File: config.mk
export PLATFORM = sky130hd
export DESIGN_NAME = i2cse_ctrl_status
export DESIGN_NICKNAME = d
export VERILOG_FILES = /design/src/include/i2cse_pkg.sv /design/src/rtl/i2cse_ctrl_status.sv
export SDC_FILE = /design/constraint.sdc
export NUM_CORES = 1
export LEC_CHECK = 0
export CORE_MARGIN = 2
export CORE_UTILIZATION = 25
export DETAILED_ROUTE_END_ITERATION = 6
export DONT_BUFFER_PORTS = 1
export PLACE_DENSITY = 0.38
export SLEW_MARGIN = 10
export SYNTH_ARGS = -nofsm -noshare
export SYNTH_HDL_FRONTEND = slang
export SYNTH_SLANG_ARGS = --single-unit
File: constraint.sdc
create_clock -name hclk -period 1.9 [get_ports hclk]
set_input_delay 0.095 -clock hclk [delete_from_list [all_inputs] [get_ports hclk]]
set_output_delay 0.095 -clock hclk [all_outputs]
set_load 0.005 [all_outputs]
File: src/include/i2cse_pkg.sv
// Package for the two-wire control, first status and event block.
// Assumes a 32-bit AHB-Lite register bus and an 8-bit register layout.
package i2cse_pkg;

  ////////////////////////////////////////////////////////////////////////////
  // Register offsets (byte addresses, one aligned word each)
  localparam logic [7:0] I2CSE_OFS_CTRL = 8'h00;
  localparam logic [7:0] I2CSE_OFS_STAT = 8'h04;

  ////////////////////////////////////////////////////////////////////////////
  // Control register fields
  localparam int I2CSE_CR_ITE   = 0;
  localparam int I2CSE_CR_STOP  = 1;
  localparam int I2CSE_CR_ACK   = 2;
  localparam int I2CSE_CR_START = 3;
  localparam int I2CSE_CR_GENCALL_ENABLE  = 4;
  localparam int I2CSE_CR_PE    = 5;

  // Status register one fields
  localparam int I2CSE_SR_SB    = 0;
  localparam int I2CSE_SR_MSL   = 1;
  localparam int I2CSE_SR_ADDR_MATCH_FLAG  = 2;
  localparam int I2CSE_SR_BTF   = 3;
  localparam int I2CSE_SR_BUSY  = 4;
  localparam int I2CSE_SR_TRA   = 5;
  localparam int I2CSE_SR_HDR   = 6;
  localparam int I2CSE_SR_EVF   = 7;

  localparam logic [7:0] I2CSE_RST_VAL = 8'h00;

  ////////////////////////////////////////////////////////////////////////////
  // Slave address bytes with special meaning
  localparam logic [7:0] I2CSE_GCALL_BYTE  = 8'h00;
  localparam logic [7:0] I2CSE_IGNORE_BYTE = 8'h01;

  ////////////////////////////////////////////////////////////////////////////
  // AHB-Lite encodings
  localparam logic [1:0] I2CSE_HTRANS_IDLE   = 2'h0;
  localparam logic [1:0] I2CSE_HTRANS_NONSEQ = 2'h2;
  localparam logic       I2CSE_HRESP_OKAY    = 1'b0;

endpackage

File: src/rtl/i2cse_ctrl_status.sv
// Control register, status register one and event/interrupt logic of a
// multimaster two-wire interface. Assumes a transfer engine on hclk that
// reports events as one-cycle pulses, and raw bus lines from the pins.
`timescale 1ns/1ps

module i2cse_ctrl_status
  import i2cse_pkg::*;
#(
  parameter int HADDR_W = 8
) (
  input  wire logic               hclk,
  input  wire logic               hresetn,
  input  wire logic               hsel,
  input  wire logic [HADDR_W-1:0] haddr,
  input  wire logic [1:0]         htrans,
  input  wire logic               hwrite,
  input  wire logic [2:0]         hsize,
  input  wire logic [31:0]        hwdata,
  input  wire logic               hready,
  output      logic               hreadyout,
  output      logic               hresp,
  output      logic [31:0]        hrdata,
  input  wire logic               scl_i,
  input  wire logic               sda_i,
  output      logic               scl_o,
  output      logic               scl_oe_n,
  input  wire logic               halt_mode,
  input  wire logic               wait_mode,
  input  wire logic               cpu_imask,
  input  wire logic               ev_start_sent,
  input  wire logic               ev_header_sent,
  input  wire logic               ev_addr_sent,
  input  wire logic               ev_byte_tx,
  input  wire logic               ev_byte_rx,
  input  wire logic               ev_addr_rx,
  input  wire logic [7:0]         rx_addr_byte,
  input  wire logic               own_addr_hit,
  input  wire logic               ev_stop_sent,
  input  wire logic               ev_ack_fail,
  input  wire logic               ev_stop_seen,
  input  wire logic               ev_arb_lost,
  input  wire logic               ev_bus_error,
  input  wire logic               err_pending,
  input  wire logic               data_reg_wr,
  input  wire logic               data_reg_rd,
  input  wire logic               status_two_rd,
  output      logic               engine_active,
  output      logic               pins_alt_sel,
  output      logic               start_req,
  output      logic               stop_req,
  output      logic               ack_en,
  output      logic               gencall_en,
  output      logic               slave_rx_only,
  output      logic               release_lines,
  output      logic               irq,
  output      logic               wait_exit
);

  // Offsets are byte addresses up to 0x04, and the decode compares 8 bits
  if (HADDR_W < 3 || HADDR_W > 8) begin : g_haddr_chk
    $error("HADDR_W must lie between 3 and 8");
  end

  ////////////////////////////////////////////////////////////////////////////
  // Register state
  logic               periph_enable_bit_ff;
  logic               gencall_enable_ff;
  logic               start_bit_ff;
  logic               ack_bit_ff;
  logic               stop_bit_ff;
  logic               irq_enable_ff;
  logic               event_flag_ff;
  logic               header_sent_flag_ff;
  logic               transmitter_flag_ff;
  logic               busy_ff;
  logic               byte_done_flag_ff;
  logic               addr_match_flag_ff;
  logic               master_flag_ff;
  logic               start_sent_flag_ff;
  logic               addr_done_event_ff;
  logic               byte_defer_ff;
  logic               sr1_armed_ff;
  logic               sr2_armed_ff;
  logic               wr_pend_ff;
  logic [HADDR_W-1:0] wr_addr_ff;
  logic               scl_s1_ff;
  logic               scl_s2_ff;
  logic               sda_s1_ff;
  logic               sda_s2_ff;
  logic               sda_s3_ff;

  ////////////////////////////////////////////////////////////////////////////
  // Bus decode
  wire               addr_phase = hsel & hready & htrans[1];
  wire               rd_access  = addr_phase & ~hwrite;
  wire               wr_access  = addr_phase & hwrite;
  wire [7:0]         addr_b     = 8'(haddr);
  wire [7:0]         wr_addr_b  = 8'(wr_addr_ff);
  wire               rd_ctrl    = rd_access & (addr_b == I2CSE_OFS_CTRL);
  wire               rd_stat    = rd_access & (addr_b == I2CSE_OFS_STAT);
  // Writes and read side effects are both frozen in halt
  wire               live       = ~halt_mode;
  wire               cr_wr      = wr_pend_ff & live
                                  & (wr_addr_b == I2CSE_OFS_CTRL);
  wire               sr1_rd     = rd_stat & live;
  wire [7:0]         wd         = hwdata[7:0];
  wire               wd_pe      = wd[I2CSE_CR_PE];

  wire [7:0] ctrl_val;
  wire [7:0] stat_val;
  assign ctrl_val[7:6]           = 2'h0;
  assign ctrl_val[I2CSE_CR_PE]    = periph_enable_bit_ff;
  assign ctrl_val[I2CSE_CR_GENCALL_ENABLE]  = gencall_enable_ff;
  assign ctrl_val[I2CSE_CR_START] = start_bit_ff;
  assign ctrl_val[I2CSE_CR_ACK]   = ack_bit_ff;
  assign ctrl_val[I2CSE_CR_STOP]  = stop_bit_ff;
  assign ctrl_val[I2CSE_CR_ITE]   = irq_enable_ff;
  assign stat_val[I2CSE_SR_EVF]   = event_flag_ff;
  assign stat_val[I2CSE_SR_HDR]   = header_sent_flag_ff;
  assign stat_val[I2CSE_SR_TRA]   = transmitter_flag_ff;
  assign stat_val[I2CSE_SR_BUSY]  = busy_ff;
  assign stat_val[I2CSE_SR_BTF]   = byte_done_flag_ff;
  assign stat_val[I2CSE_SR_ADDR_MATCH_FLAG]  = addr_match_flag_ff;
  assign stat_val[I2CSE_SR_MSL]   = master_flag_ff;
  assign stat_val[I2CSE_SR_SB]    = start_sent_flag_ff;

  wire [31:0] rd_mux = rd_ctrl ? {24'h0, ctrl_val} :
                       rd_stat ? {24'h0, stat_val} : 32'h0;

  ////////////////////////////////////////////////////////////////////////////
  // Bus line watcher: start and stop conditions seen on the wires
  // Only the second and third stages are compared, never the first
  wire bus_start = scl_s2_ff & sda_s3_ff & ~sda_s2_ff;
  wire bus_stop  = scl_s2_ff & ~sda_s3_ff & sda_s2_ff;

  ////////////////////////////////////////////////////////////////////////////
  // Read-then-access sequences
  wire seq_dr_wr  = sr1_armed_ff & data_reg_wr & live;
  wire seq_dr_rd  = sr1_armed_ff & data_reg_rd & live;
  wire seq_cr_wr  = sr1_armed_ff & cr_wr;
  wire seq2_dr_wr = sr2_armed_ff & data_reg_wr & live;

  wire nxt_sr1_armed = sr1_rd | (sr1_armed_ff
                       & ~(data_reg_wr | data_reg_rd | cr_wr));
  wire nxt_sr2_armed = (status_two_rd & live)
                       | (sr2_armed_ff & ~data_reg_wr);

  ////////////////////////////////////////////////////////////////////////////
  // Control register next values
  wire pe_on     = periph_enable_bit_ff;
  // First enabling write loads only the enable and stop bits
  wire cr_full   = cr_wr & pe_on & wd_pe;
  wire nxt_pe    = cr_wr ? wd_pe : periph_enable_bit_ff;
  // Disable clears everything but the stop bit
  wire nxt_gencall_enable  = ~nxt_pe ? 1'b0 :
                   cr_full ? wd[I2CSE_CR_GENCALL_ENABLE] : gencall_enable_ff;
  wire nxt_ack   = ~nxt_pe ? 1'b0 :
                   cr_full ? wd[I2CSE_CR_ACK] : ack_bit_ff;
  wire nxt_ite   = ~nxt_pe ? 1'b0 :
                   cr_full ? wd[I2CSE_CR_ITE] : irq_enable_ff;
  // A start sent in the same cycle as a rewrite wins over it
  wire nxt_start = ~nxt_pe | ev_start_sent ? 1'b0 :
                   cr_full ? wd[I2CSE_CR_START] : start_bit_ff;
  wire stop_done = ev_stop_sent & master_flag_ff;
  wire nxt_stop  = stop_done ? 1'b0 :
                   cr_wr ? wd[I2CSE_CR_STOP] : stop_bit_ff;

  ////////////////////////////////////////////////////////////////////////////
  // Status flag next values (set wins over clear; disable wins over all)
  wire addr_ok   = ev_addr_rx & (
                   (own_addr_hit & (rx_addr_byte != I2CSE_IGNORE_BYTE))
                   | (gencall_enable_ff
                      & (rx_addr_byte == I2CSE_GCALL_BYTE)));
  wire nxt_addr_match_flag  = nxt_pe & (addr_ok
                   | (addr_match_flag_ff & ~sr1_rd));
  wire nxt_sb    = nxt_pe & (ev_start_sent
                   | (start_sent_flag_ff & ~seq_dr_wr));
  wire nxt_hdr   = nxt_pe & (ev_header_sent
                   | (header_sent_flag_ff & ~seq2_dr_wr));
  wire nxt_ev6   = nxt_pe & (ev_addr_sent
                   | (addr_done_event_ff & ~seq_cr_wr));
  wire ev6_end   = addr_done_event_ff & seq_cr_wr;
  // A sent address byte reports byte done only after its address event
  wire defer_tx  = ev_byte_tx & (addr_done_event_ff | ev_addr_sent);
  wire nxt_defer = nxt_pe & (defer_tx | (byte_defer_ff & ~ev6_end));
  wire tx_done   = (ev_byte_tx & ~defer_tx) | (byte_defer_ff & ev6_end);
  wire rx_done   = ev_byte_rx & ack_bit_ff;
  wire btf_clr   = transmitter_flag_ff ? seq_dr_wr : seq_dr_rd;
  wire nxt_btf   = nxt_pe & (tx_done | rx_done
                   | (byte_done_flag_ff & ~btf_clr));
  wire nxt_tra   = nxt_pe & (tx_done | (transmitter_flag_ff
                   & ~btf_clr & ~bus_stop & ~ev_stop_seen
                   & ~ev_arb_lost & ~rx_done));
  wire nxt_busy  = nxt_pe & (bus_start
                   | (busy_ff & ~bus_stop & ~ev_bus_error));
  wire msl_set   = cr_full & wd[I2CSE_CR_START];
  wire nxt_msl   = nxt_pe & (msl_set | (master_flag_ff
                   & ~bus_stop & ~ev_arb_lost));

  wire ev_any    = ev_start_sent | ev_header_sent | ev_addr_sent
                   | tx_done | rx_done | addr_ok | ev_ack_fail
                   | ev_stop_seen | ev_arb_lost | ev_bus_error;
  // The event flag lasts while any source is still pending
  wire ev_hold   = nxt_hdr | nxt_btf | nxt_addr_match_flag | nxt_sb | nxt_ev6
                   | (err_pending & ~(status_two_rd & live));
  wire nxt_evf   = nxt_pe & (ev_any
                   | (event_flag_ff & ev_hold));

  ////////////////////////////////////////////////////////////////////////////
  // Outputs toward the engine, the pins and the CPU
  wire hold_scl  = header_sent_flag_ff | start_sent_flag_ff
                   | byte_done_flag_ff | addr_match_flag_ff
                   | addr_done_event_ff;
  wire run       = periph_enable_bit_ff & live;
  wire nxt_irq   = run & event_flag_ff & irq_enable_ff & ~cpu_imask;

  ////////////////////////////////////////////////////////////////////////////
  // Bus slave: always ready, reads registered at the address phase
  always_ff @(posedge hclk or negedge hresetn) begin
    if (!hresetn) begin
      hreadyout  <= 1'b0;
      hresp      <= I2CSE_HRESP_OKAY;
      hrdata     <= 32'h0;
      wr_pend_ff <= 1'b0;
      wr_addr_ff <= '0;
    end else begin
      hreadyout  <= 1'b1;
      hresp      <= I2CSE_HRESP_OKAY;
      wr_pend_ff <= wr_access;
      if (addr_phase) begin
        wr_addr_ff <= haddr;
      end
      if (rd_access) begin
        hrdata <= rd_mux;
      end
    end
  end

  ////////////////////////////////////////////////////////////////////////////
  // Two-flop synchronisers on the bus lines
  always_ff @(posedge hclk or negedge hresetn) begin
    if (!hresetn) begin
      scl_s1_ff <= 1'b1;
      scl_s2_ff <= 1'b1;
      sda_s1_ff <= 1'b1;
      sda_s2_ff <= 1'b1;
      sda_s3_ff <= 1'b1;
    end else begin
      scl_s1_ff <= scl_i;
      scl_s2_ff <= scl_s1_ff;
      sda_s1_ff <= sda_i;
      sda_s2_ff <= sda_s1_ff;
      sda_s3_ff <= sda_s2_ff;
    end
  end

  ////////////////////////////////////////////////////////////////////////////
  // Control register, frozen in halt
  always_ff @(posedge hclk or negedge hresetn) begin
    if (!hresetn) begin
      periph_enable_bit_ff <= I2CSE_RST_VAL[I2CSE_CR_PE];
      gencall_enable_ff    <= I2CSE_RST_VAL[I2CSE_CR_GENCALL_ENABLE];
      start_bit_ff         <= I2CSE_RST_VAL[I2CSE_CR_START];
      ack_bit_ff           <= I2CSE_RST_VAL[I2CSE_CR_ACK];
      stop_bit_ff          <= I2CSE_RST_VAL[I2CSE_CR_STOP];
      irq_enable_ff        <= I2CSE_RST_VAL[I2CSE_CR_ITE];
    end else if (live) begin
      periph_enable_bit_ff <= nxt_pe;
      gencall_enable_ff    <= nxt_gencall_enable;
      start_bit_ff         <= nxt_start;
      ack_bit_ff           <= nxt_ack;
      stop_bit_ff          <= nxt_stop;
      irq_enable_ff        <= nxt_ite;
    end
  end

  ////////////////////////////////////////////////////////////////////////////
  // Status register one and hidden sequence state, frozen in halt
  always_ff @(posedge hclk or negedge hresetn) begin
    if (!hresetn) begin
      event_flag_ff       <= I2CSE_RST_VAL[I2CSE_SR_EVF];
      header_sent_flag_ff <= I2CSE_RST_VAL[I2CSE_SR_HDR];
      transmitter_flag_ff <= I2CSE_RST_VAL[I2CSE_SR_TRA];
      busy_ff             <= I2CSE_RST_VAL[I2CSE_SR_BUSY];
      byte_done_flag_ff   <= I2CSE_RST_VAL[I2CSE_SR_BTF];
      addr_match_flag_ff  <= I2CSE_RST_VAL[I2CSE_SR_ADDR_MATCH_FLAG];
      master_flag_ff      <= I2CSE_RST_VAL[I2CSE_SR_MSL];
      start_sent_flag_ff  <= I2CSE_RST_VAL[I2CSE_SR_SB];
    end else if (live) begin
      event_flag_ff       <= nxt_evf;
      header_sent_flag_ff <= nxt_hdr;
      transmitter_flag_ff <= nxt_tra;
      busy_ff             <= nxt_busy;
      byte_done_flag_ff   <= nxt_btf;
      addr_match_flag_ff  <= nxt_addr_match_flag;
      master_flag_ff      <= nxt_msl;
      start_sent_flag_ff  <= nxt_sb;
    end
  end

  always_ff @(posedge hclk or negedge hresetn) begin
    if (!hresetn) begin
      addr_done_event_ff <= 1'b0;
      byte_defer_ff      <= 1'b0;
      sr1_armed_ff       <= 1'b0;
      sr2_armed_ff       <= 1'b0;
    end else if (live) begin
      addr_done_event_ff <= nxt_ev6;
      byte_defer_ff      <= nxt_defer;
      sr1_armed_ff       <= nxt_sr1_armed;
      sr2_armed_ff       <= nxt_sr2_armed;
    end
  end

  ////////////////////////////////////////////////////////////////////////////
  // Registered outputs
  always_ff @(posedge hclk or negedge hresetn) begin
    if (!hresetn) begin
      scl_o         <= 1'b0;
      scl_oe_n      <= 1'b1;
      engine_active <= 1'b0;
      pins_alt_sel  <= 1'b0;
      start_req     <= 1'b0;
      stop_req      <= 1'b0;
      ack_en        <= 1'b0;
      gencall_en    <= 1'b0;
      slave_rx_only <= 1'b0;
      release_lines <= 1'b0;
      irq           <= 1'b0;
      wait_exit     <= 1'b0;
    end else begin
      // Open drain: the clock is only ever pulled low
      scl_o         <= 1'b0;
      scl_oe_n      <= ~(run & hold_scl);
      engine_active <= run;
      pins_alt_sel  <= periph_enable_bit_ff;
      start_req     <= run & start_bit_ff
                       & (master_flag_ff | ~busy_ff);
      stop_req      <= run & stop_bit_ff & master_flag_ff;
      ack_en        <= run & ack_bit_ff;
      gencall_en    <= run & gencall_enable_ff;
      slave_rx_only <= run & gencall_enable_ff & ~master_flag_ff;
      release_lines <= ~periph_enable_bit_ff
                       | (stop_bit_ff & ~master_flag_ff
                          & byte_done_flag_ff);
      irq           <= nxt_irq;
      wait_exit     <= nxt_irq & wait_mode;
    end
  end

  // hsize is accepted as any size; every register sits in the low byte
  wire unused_ok = ^hsize | ^hwdata[31:8] | htrans[0];

endmodule

Yosys cells after proc, flatten, opt, wreduce, memory -nomap -nowiden:

Cells that the tools add are included.
W data, S select, Z words.

* flip-flop bits (word level): 76
* bits of input ports: 79
* output and inout bits: 46
* word-level logic and storage cells: 204

* equal/unequal tests: 3
* mux-type cells: 14
* bitwise logic cells: 141
* reductions and logical operators: 8

Operator list (number)
* $and A1 B1 Y1: 77
* $or A1 B1 Y1: 39
* $not A1 Y1: 25
* $logic_not A8 Y1: 3
* $mux W8: 2
* $mux W1: 12
* $eq A8 B3 Y1 const B: 1
* $ne A8 B1 Y1 const B: 1
* $reduce_and A2 Y1: 3
* $reduce_bool A2 Y1: 2
* $ne A2 B2 Y1 const B: 1

Depth between registers and ports, before layout:

* word-level depth: 18
* mapped depth: 8
* depth with buffers taken out: 7

Worst setup path after synthesis:

Ideal clock, no wire load.

* path type: register -> register
* from: reg wr_addr_ff[5] (netlist: wr_addr_b[5])
* to: reg event_flag_ff
* setup time: 123 ps
* data arrival time: 1734 ps
* data required time: 1777 ps
* setup slack: 43 ps
* stages on the path, launching flop included: 9
* path buffers: 1
* period minus slack after synthesis: 1857 ps
* path through: dfrtp_1 > nor4_1 > and3_1 > buf_6 > mux2i_4 > inv_4 > a21oi_1 > nand4_1 > o221a_2

* word-level cells in the longest chain between the ends: 17
* elaborated cells on any way between the ends: 32
* those cells by class: mux: 1; bitwise: 30; reduce/logical: 1

Ends and longest elaborated chain
* start, declared: RTL line i2cse_ctrl_status.sv:85 `logic [HADDR_W-1:0] wr_addr_ff;`
* start signal, assigned: RTL line i2cse_ctrl_status.sv:231 `wr_addr_ff <= haddr;`
* $logic_not A8 Y1 (*): RTL line i2cse_ctrl_status.sv:104 `& (wr_addr_b == I2CSE_OFS_CTRL);`
* $and A1 B1 Y1 (*): RTL line i2cse_ctrl_status.sv:104
* $and A1 B1 Y1: RTL line i2cse_ctrl_status.sv:140 `wire seq_cr_wr = sr1_armed_ff & cr_wr;`
* $and A1 B1 Y1: RTL line i2cse_ctrl_status.sv:182 `wire ev6_end = addr_done_event_ff & seq_cr_wr;`
* $and A1 B1 Y1: RTL line i2cse_ctrl_status.sv:186 `wire tx_done = (ev_byte_tx & ~defer_tx) | (byte_defer_ff & ev6_end);`
* $or A1 B1 Y1: RTL line i2cse_ctrl_status.sv:186
* $or A1 B1 Y1: RTL line i2cse_ctrl_status.sv:189 `wire nxt_btf = nxt_pe & (tx_done | rx_done`
* $or A1 B1 Y1: RTL line i2cse_ctrl_status.sv:190 `| (byte_done_flag_ff & ~btf_clr));`
* $and A1 B1 Y1: RTL line i2cse_ctrl_status.sv:189
* $or A1 B1 Y1 (4 in series): RTL line i2cse_ctrl_status.sv:204 `wire ev_hold = nxt_hdr | nxt_btf | nxt_addr_match_flag | nxt_sb | nxt_ev6`
* $or A1 B1 Y1: RTL line i2cse_ctrl_status.sv:205 `| (err_pending & ~(status_two_rd & live));`
* $and A1 B1 Y1: RTL line i2cse_ctrl_status.sv:207 `| (event_flag_ff & ev_hold));`
* $or A1 B1 Y1: RTL line i2cse_ctrl_status.sv:207
* $and A1 B1 Y1 (*): RTL line i2cse_ctrl_status.sv:206 `wire nxt_evf = nxt_pe & (ev_any`
* end signal, assigned: RTL line i2cse_ctrl_status.sv:281 `event_flag_ff <= I2CSE_RST_VAL[I2CSE_SR_EVF];`
* end signal, assigned: RTL line i2cse_ctrl_status.sv:290 `event_flag_ff <= nxt_evf;`
* end, declared: RTL line i2cse_ctrl_status.sv:72 `logic event_flag_ff;`

Every way passes the cells marked *; elsewhere a longest branch is shown, timed or not.
A chain may end at the register's enable or synchronous reset.

Final worst setup path:

Same ends and word-level chain as after synthesis.

==> results.md <==
- Run status: complete, but fails checks
- Failing checks: negative hold slack, negative setup slack
- Detailed Route WL: around 6.6 mm
- Die H: about 100 µm
- GR Util met3: 0.04135
- Synth cell types: 45
- Routability cong.: between 0.7 and 0.8
- CP arrival: 2170 ps
- Fin. Hold Viols: 12
- TritonCTS Buffers: 5
- Final Max Tran Viols: 0
- Leak Pwr: between 1 and 1.5 nW
- Final HPWL DP: 4.718 mm
- FMAX: between 0.5 and 0.6 GHz
- CP startpoint: wr_addr_b[5]$_DFFE_PN0N_
- Final TNS setup: -365.9 ps
- CP Launch Type: flip-flop
- Tcrit/Tclk final: 1.041
- CTS tree: done
- Final instance area: approximately 3000 µm²
- Post-DR vias/cell: 4.400
- Post-synth top flop: dfrtp_1
- Reg2reg end: event_flag_ff$_DFFE_PN0N_
- Total gr overflow: 0
- Setup Viol. Count Final: 10
- CP Max Fanout: 4
- Synth warn: 0
- Setup WS post-layout: -77.41 ps
- Setup Skew: about 14 ps
- I/O Buffers: 0
- Worst skew pair latency: between 300 and 400 ps
- # DRC: 0
- Fraction of layout cells with a size suffix above 1: 0.1927
- DP Area: approximately 2700 µm²
- CTS Buffer Depth: 2
- CTS root buf: clkbuf_8
- PwrDens: around 730 nW/µm²
- Async set or reset register ratio after synthesis: 1.000
- Routing usage on met1: 0.1637
- Hold Crit Endpoint: transmitter_flag_ff$_DFFE_PN0N_
- Area delta synth->final: 20.65%
- Synthesized area: around 2500 µm²
- Max-slew headroom: 0.5811
- Max_cap viols: 0
- Core area: 9774 µm²
- Critical Path End Type: flip-flop
- CP Class: flip-flop to flip-flop
- Clk sinks: 52
- GRT Util Overall: 0.1232
- Avg Inst Size Synth: approximately 11 µm²
- Iter 0 DRT Violations: 69
- Worst-path clk slew: 110 ps
- CTS HTree Levels: 2
- Max VDD drop: about 0.32 mV
- Crit path required time: ~2100 ps
- WL/cell: roughly 16 µm
- Vias in the first global route: approximately 1,900
- Hold Crit Depth: 1
- Total Power: 2.207 mW
- Count of state elements after synthesis: 52
- IO Pins: approximately 130
- Final ANT Viol Nets: 0
- ANT cells: 0
- Hold_buf cts: 18
- Seq/Total Area, Yosys: 0.5217
- Grt met2 use: 0.1964
- FP Rows: 36
- Initial Util: 0.2567
- Number of flops mapped to enable cells by yosys: 0
- Die Area: ~11,000 µm²
- RSZ-0062 raised after global routing: yes
- Synth Instances: about 240
- Worst hold slack: -135.0 ps
- First-pass iteration count of the detailed router: 4
- Initial antenna violation count: 0
- Hold Crit Start: halt_mode
- Post-layout nets: ~350
- Post-route core utilization: 0.3097
- Post-layout min period: about 2000 ps
- Global route hottest layer: met2
- Largest net degree at the start of global routing: 53
- Crit Reg-Reg Startpoint: wr_addr_b[5]$_DFFE_PN0N_
- Reg2reg path depth: 8
- Worst Tran Pin Value: ~620 ps
- Worst hold-check path type: primary input to flip-flop
- Die width: about 100 µm
- Routed via count: between 1,500 and 2,000
- Reg2Reg Setup Slack: -80 ps
- Global-route wire length before repair: about 11 mm
## cells by family after synthesis
kind of cell,Yosys count,share of synthesized area
compound gates,54,0.1491
buf+inv,40,0.1027
flops,52,0.5217
mux,15,0.06883
other cells,2,0.002994
simple gates,75,0.1546
## cell usage in the layout (no fill, tap or decap), types with 3 or more instances in the layout
master | synthesis | final
dfrtp_1 | 46 | 46
o21ai_1 | 8 | 6
mux2i_1 | 6 | 6
dlygate4sd3_1 | 0 | 17
nor2b_1 | 4 | 4
mux2_2 | 7 | 7
nor2_1 | 13 | 13
nor4_1 | 5 | 4
dfstp_2 | 6 | 6
clkbuf_8 | 0 | 5
nand3_1 | 5 | 5
a21oi_1 | 8 | 6
conb_1 | 2 | 27
nand3b_1 | 5 | 5
nor3_1 | 4 | 4
a22o_1 | 9 | 9
o21ai_2 | 1 | 3
o21ai_0 | 11 | 11
buf_4 | 26 | 17
inv_1 | 7 | 7
nand2_1 | 26 | 26
a211oi_1 | 3 | 3
and2_1 | 3 | 3
o31ai_1 | 3 | 3
## worst max path at each step
stage	endpoint	slack [ps]	cells after the start
5_1_grt	master_flag_ff$_DFFE_PN0N_	-160	8
4_1_cts	event_flag_ff$_DFFE_PN0N_	-100	9
3_5_place_dp	master_flag_ff$_DFFE_PN0N_	-160	9
3_3_place_gp	master_flag_ff$_DFFE_PN0N_	-190	9
2_1_floorplan	event_flag_ff$_DFFE_PN0N_	40	8
6_report	event_flag_ff$_DFFE_PN0N_	-80	8
## cell type report
cell class	count	area, µm²
sequential	52	1309
clock buffer	6	72.57
timing repair buffer	36	336.6
clock inverter	2	38.79
tap	133	166.4
multi-input combinational	171	1071
fill	1031	6748
inverter	8	32.53
## cells in the mapped netlist, types with 2 or more instances
cell type	n	area, µm²
nor3_1	4	20.02
nor4_1	5	31.28
and3_1	3	18.77
inv_1	7	26.28
o21ai_1	8	40.04
and2_1	3	18.77
a21oi_1	8	40.04
o21ai_0	11	55.05
a211oi_1	3	22.52
nor2_1	13	48.80
o31ai_1	3	22.52
dfrtp_1	46	1151
a22o_1	9	78.83
mux2i_1	6	60.06
dfstp_2	6	157.7
nand2_1	26	97.59
nand3_1	5	25.02
nand3b_1	5	37.54
mux2_2	7	78.83
o22a_1	2	17.52
conb_1	2	7.510
clkbuf_1	5	18.77
buf_4	26	195.2
nor2b_1	4	25.02
## per-stage QoR
stage,setup slack [ps],cells
finish,-77.41,408
global route,-158.4,408
CTS,-102.3,406
detailed placement,-162.9,379
global placement,-186.8,379
floorplan,43.17,263
## what timing repair did
item | in CTS | in global routing
buffers inserted | 1 | 3
resized for setup | 7 | 2
endpoints found under the hold margin | 80 | 12
endpoints found under the setup margin | 14 | 14
pin swaps | 4 | 2
## power breakdown
group / leakage (nW) / internal (mW) / switching (mW) / total, mW
clock: 0.0558 / 0.399 / 0.396 / 0.796
combinational: 0.628 / 0.106 / 0.0962 / 0.202
sequential: 0.675 / 1.16 / 0.0450 / 1.21
total: 1.36 / 1.67 / 0.537 / 2.21
## critical path, cell delays in order, from the launching register on
cell	delay [ps]
dfrtp_1	430
nor4_4	320
buf_4	160
and3_4	230
mux2i_4	280
inv_4	70
a21oi_2	110
nand4_1	100
o221a_2	150
## per-layer routing
layer  part of all wire  vias to the layer above
met3              0.066                        5
met2               0.47                       54
met5                  0                        -
li1                   -                      864
met4             0.0061                        0
met1               0.46                      872
(Power assumes the default switching activity.)
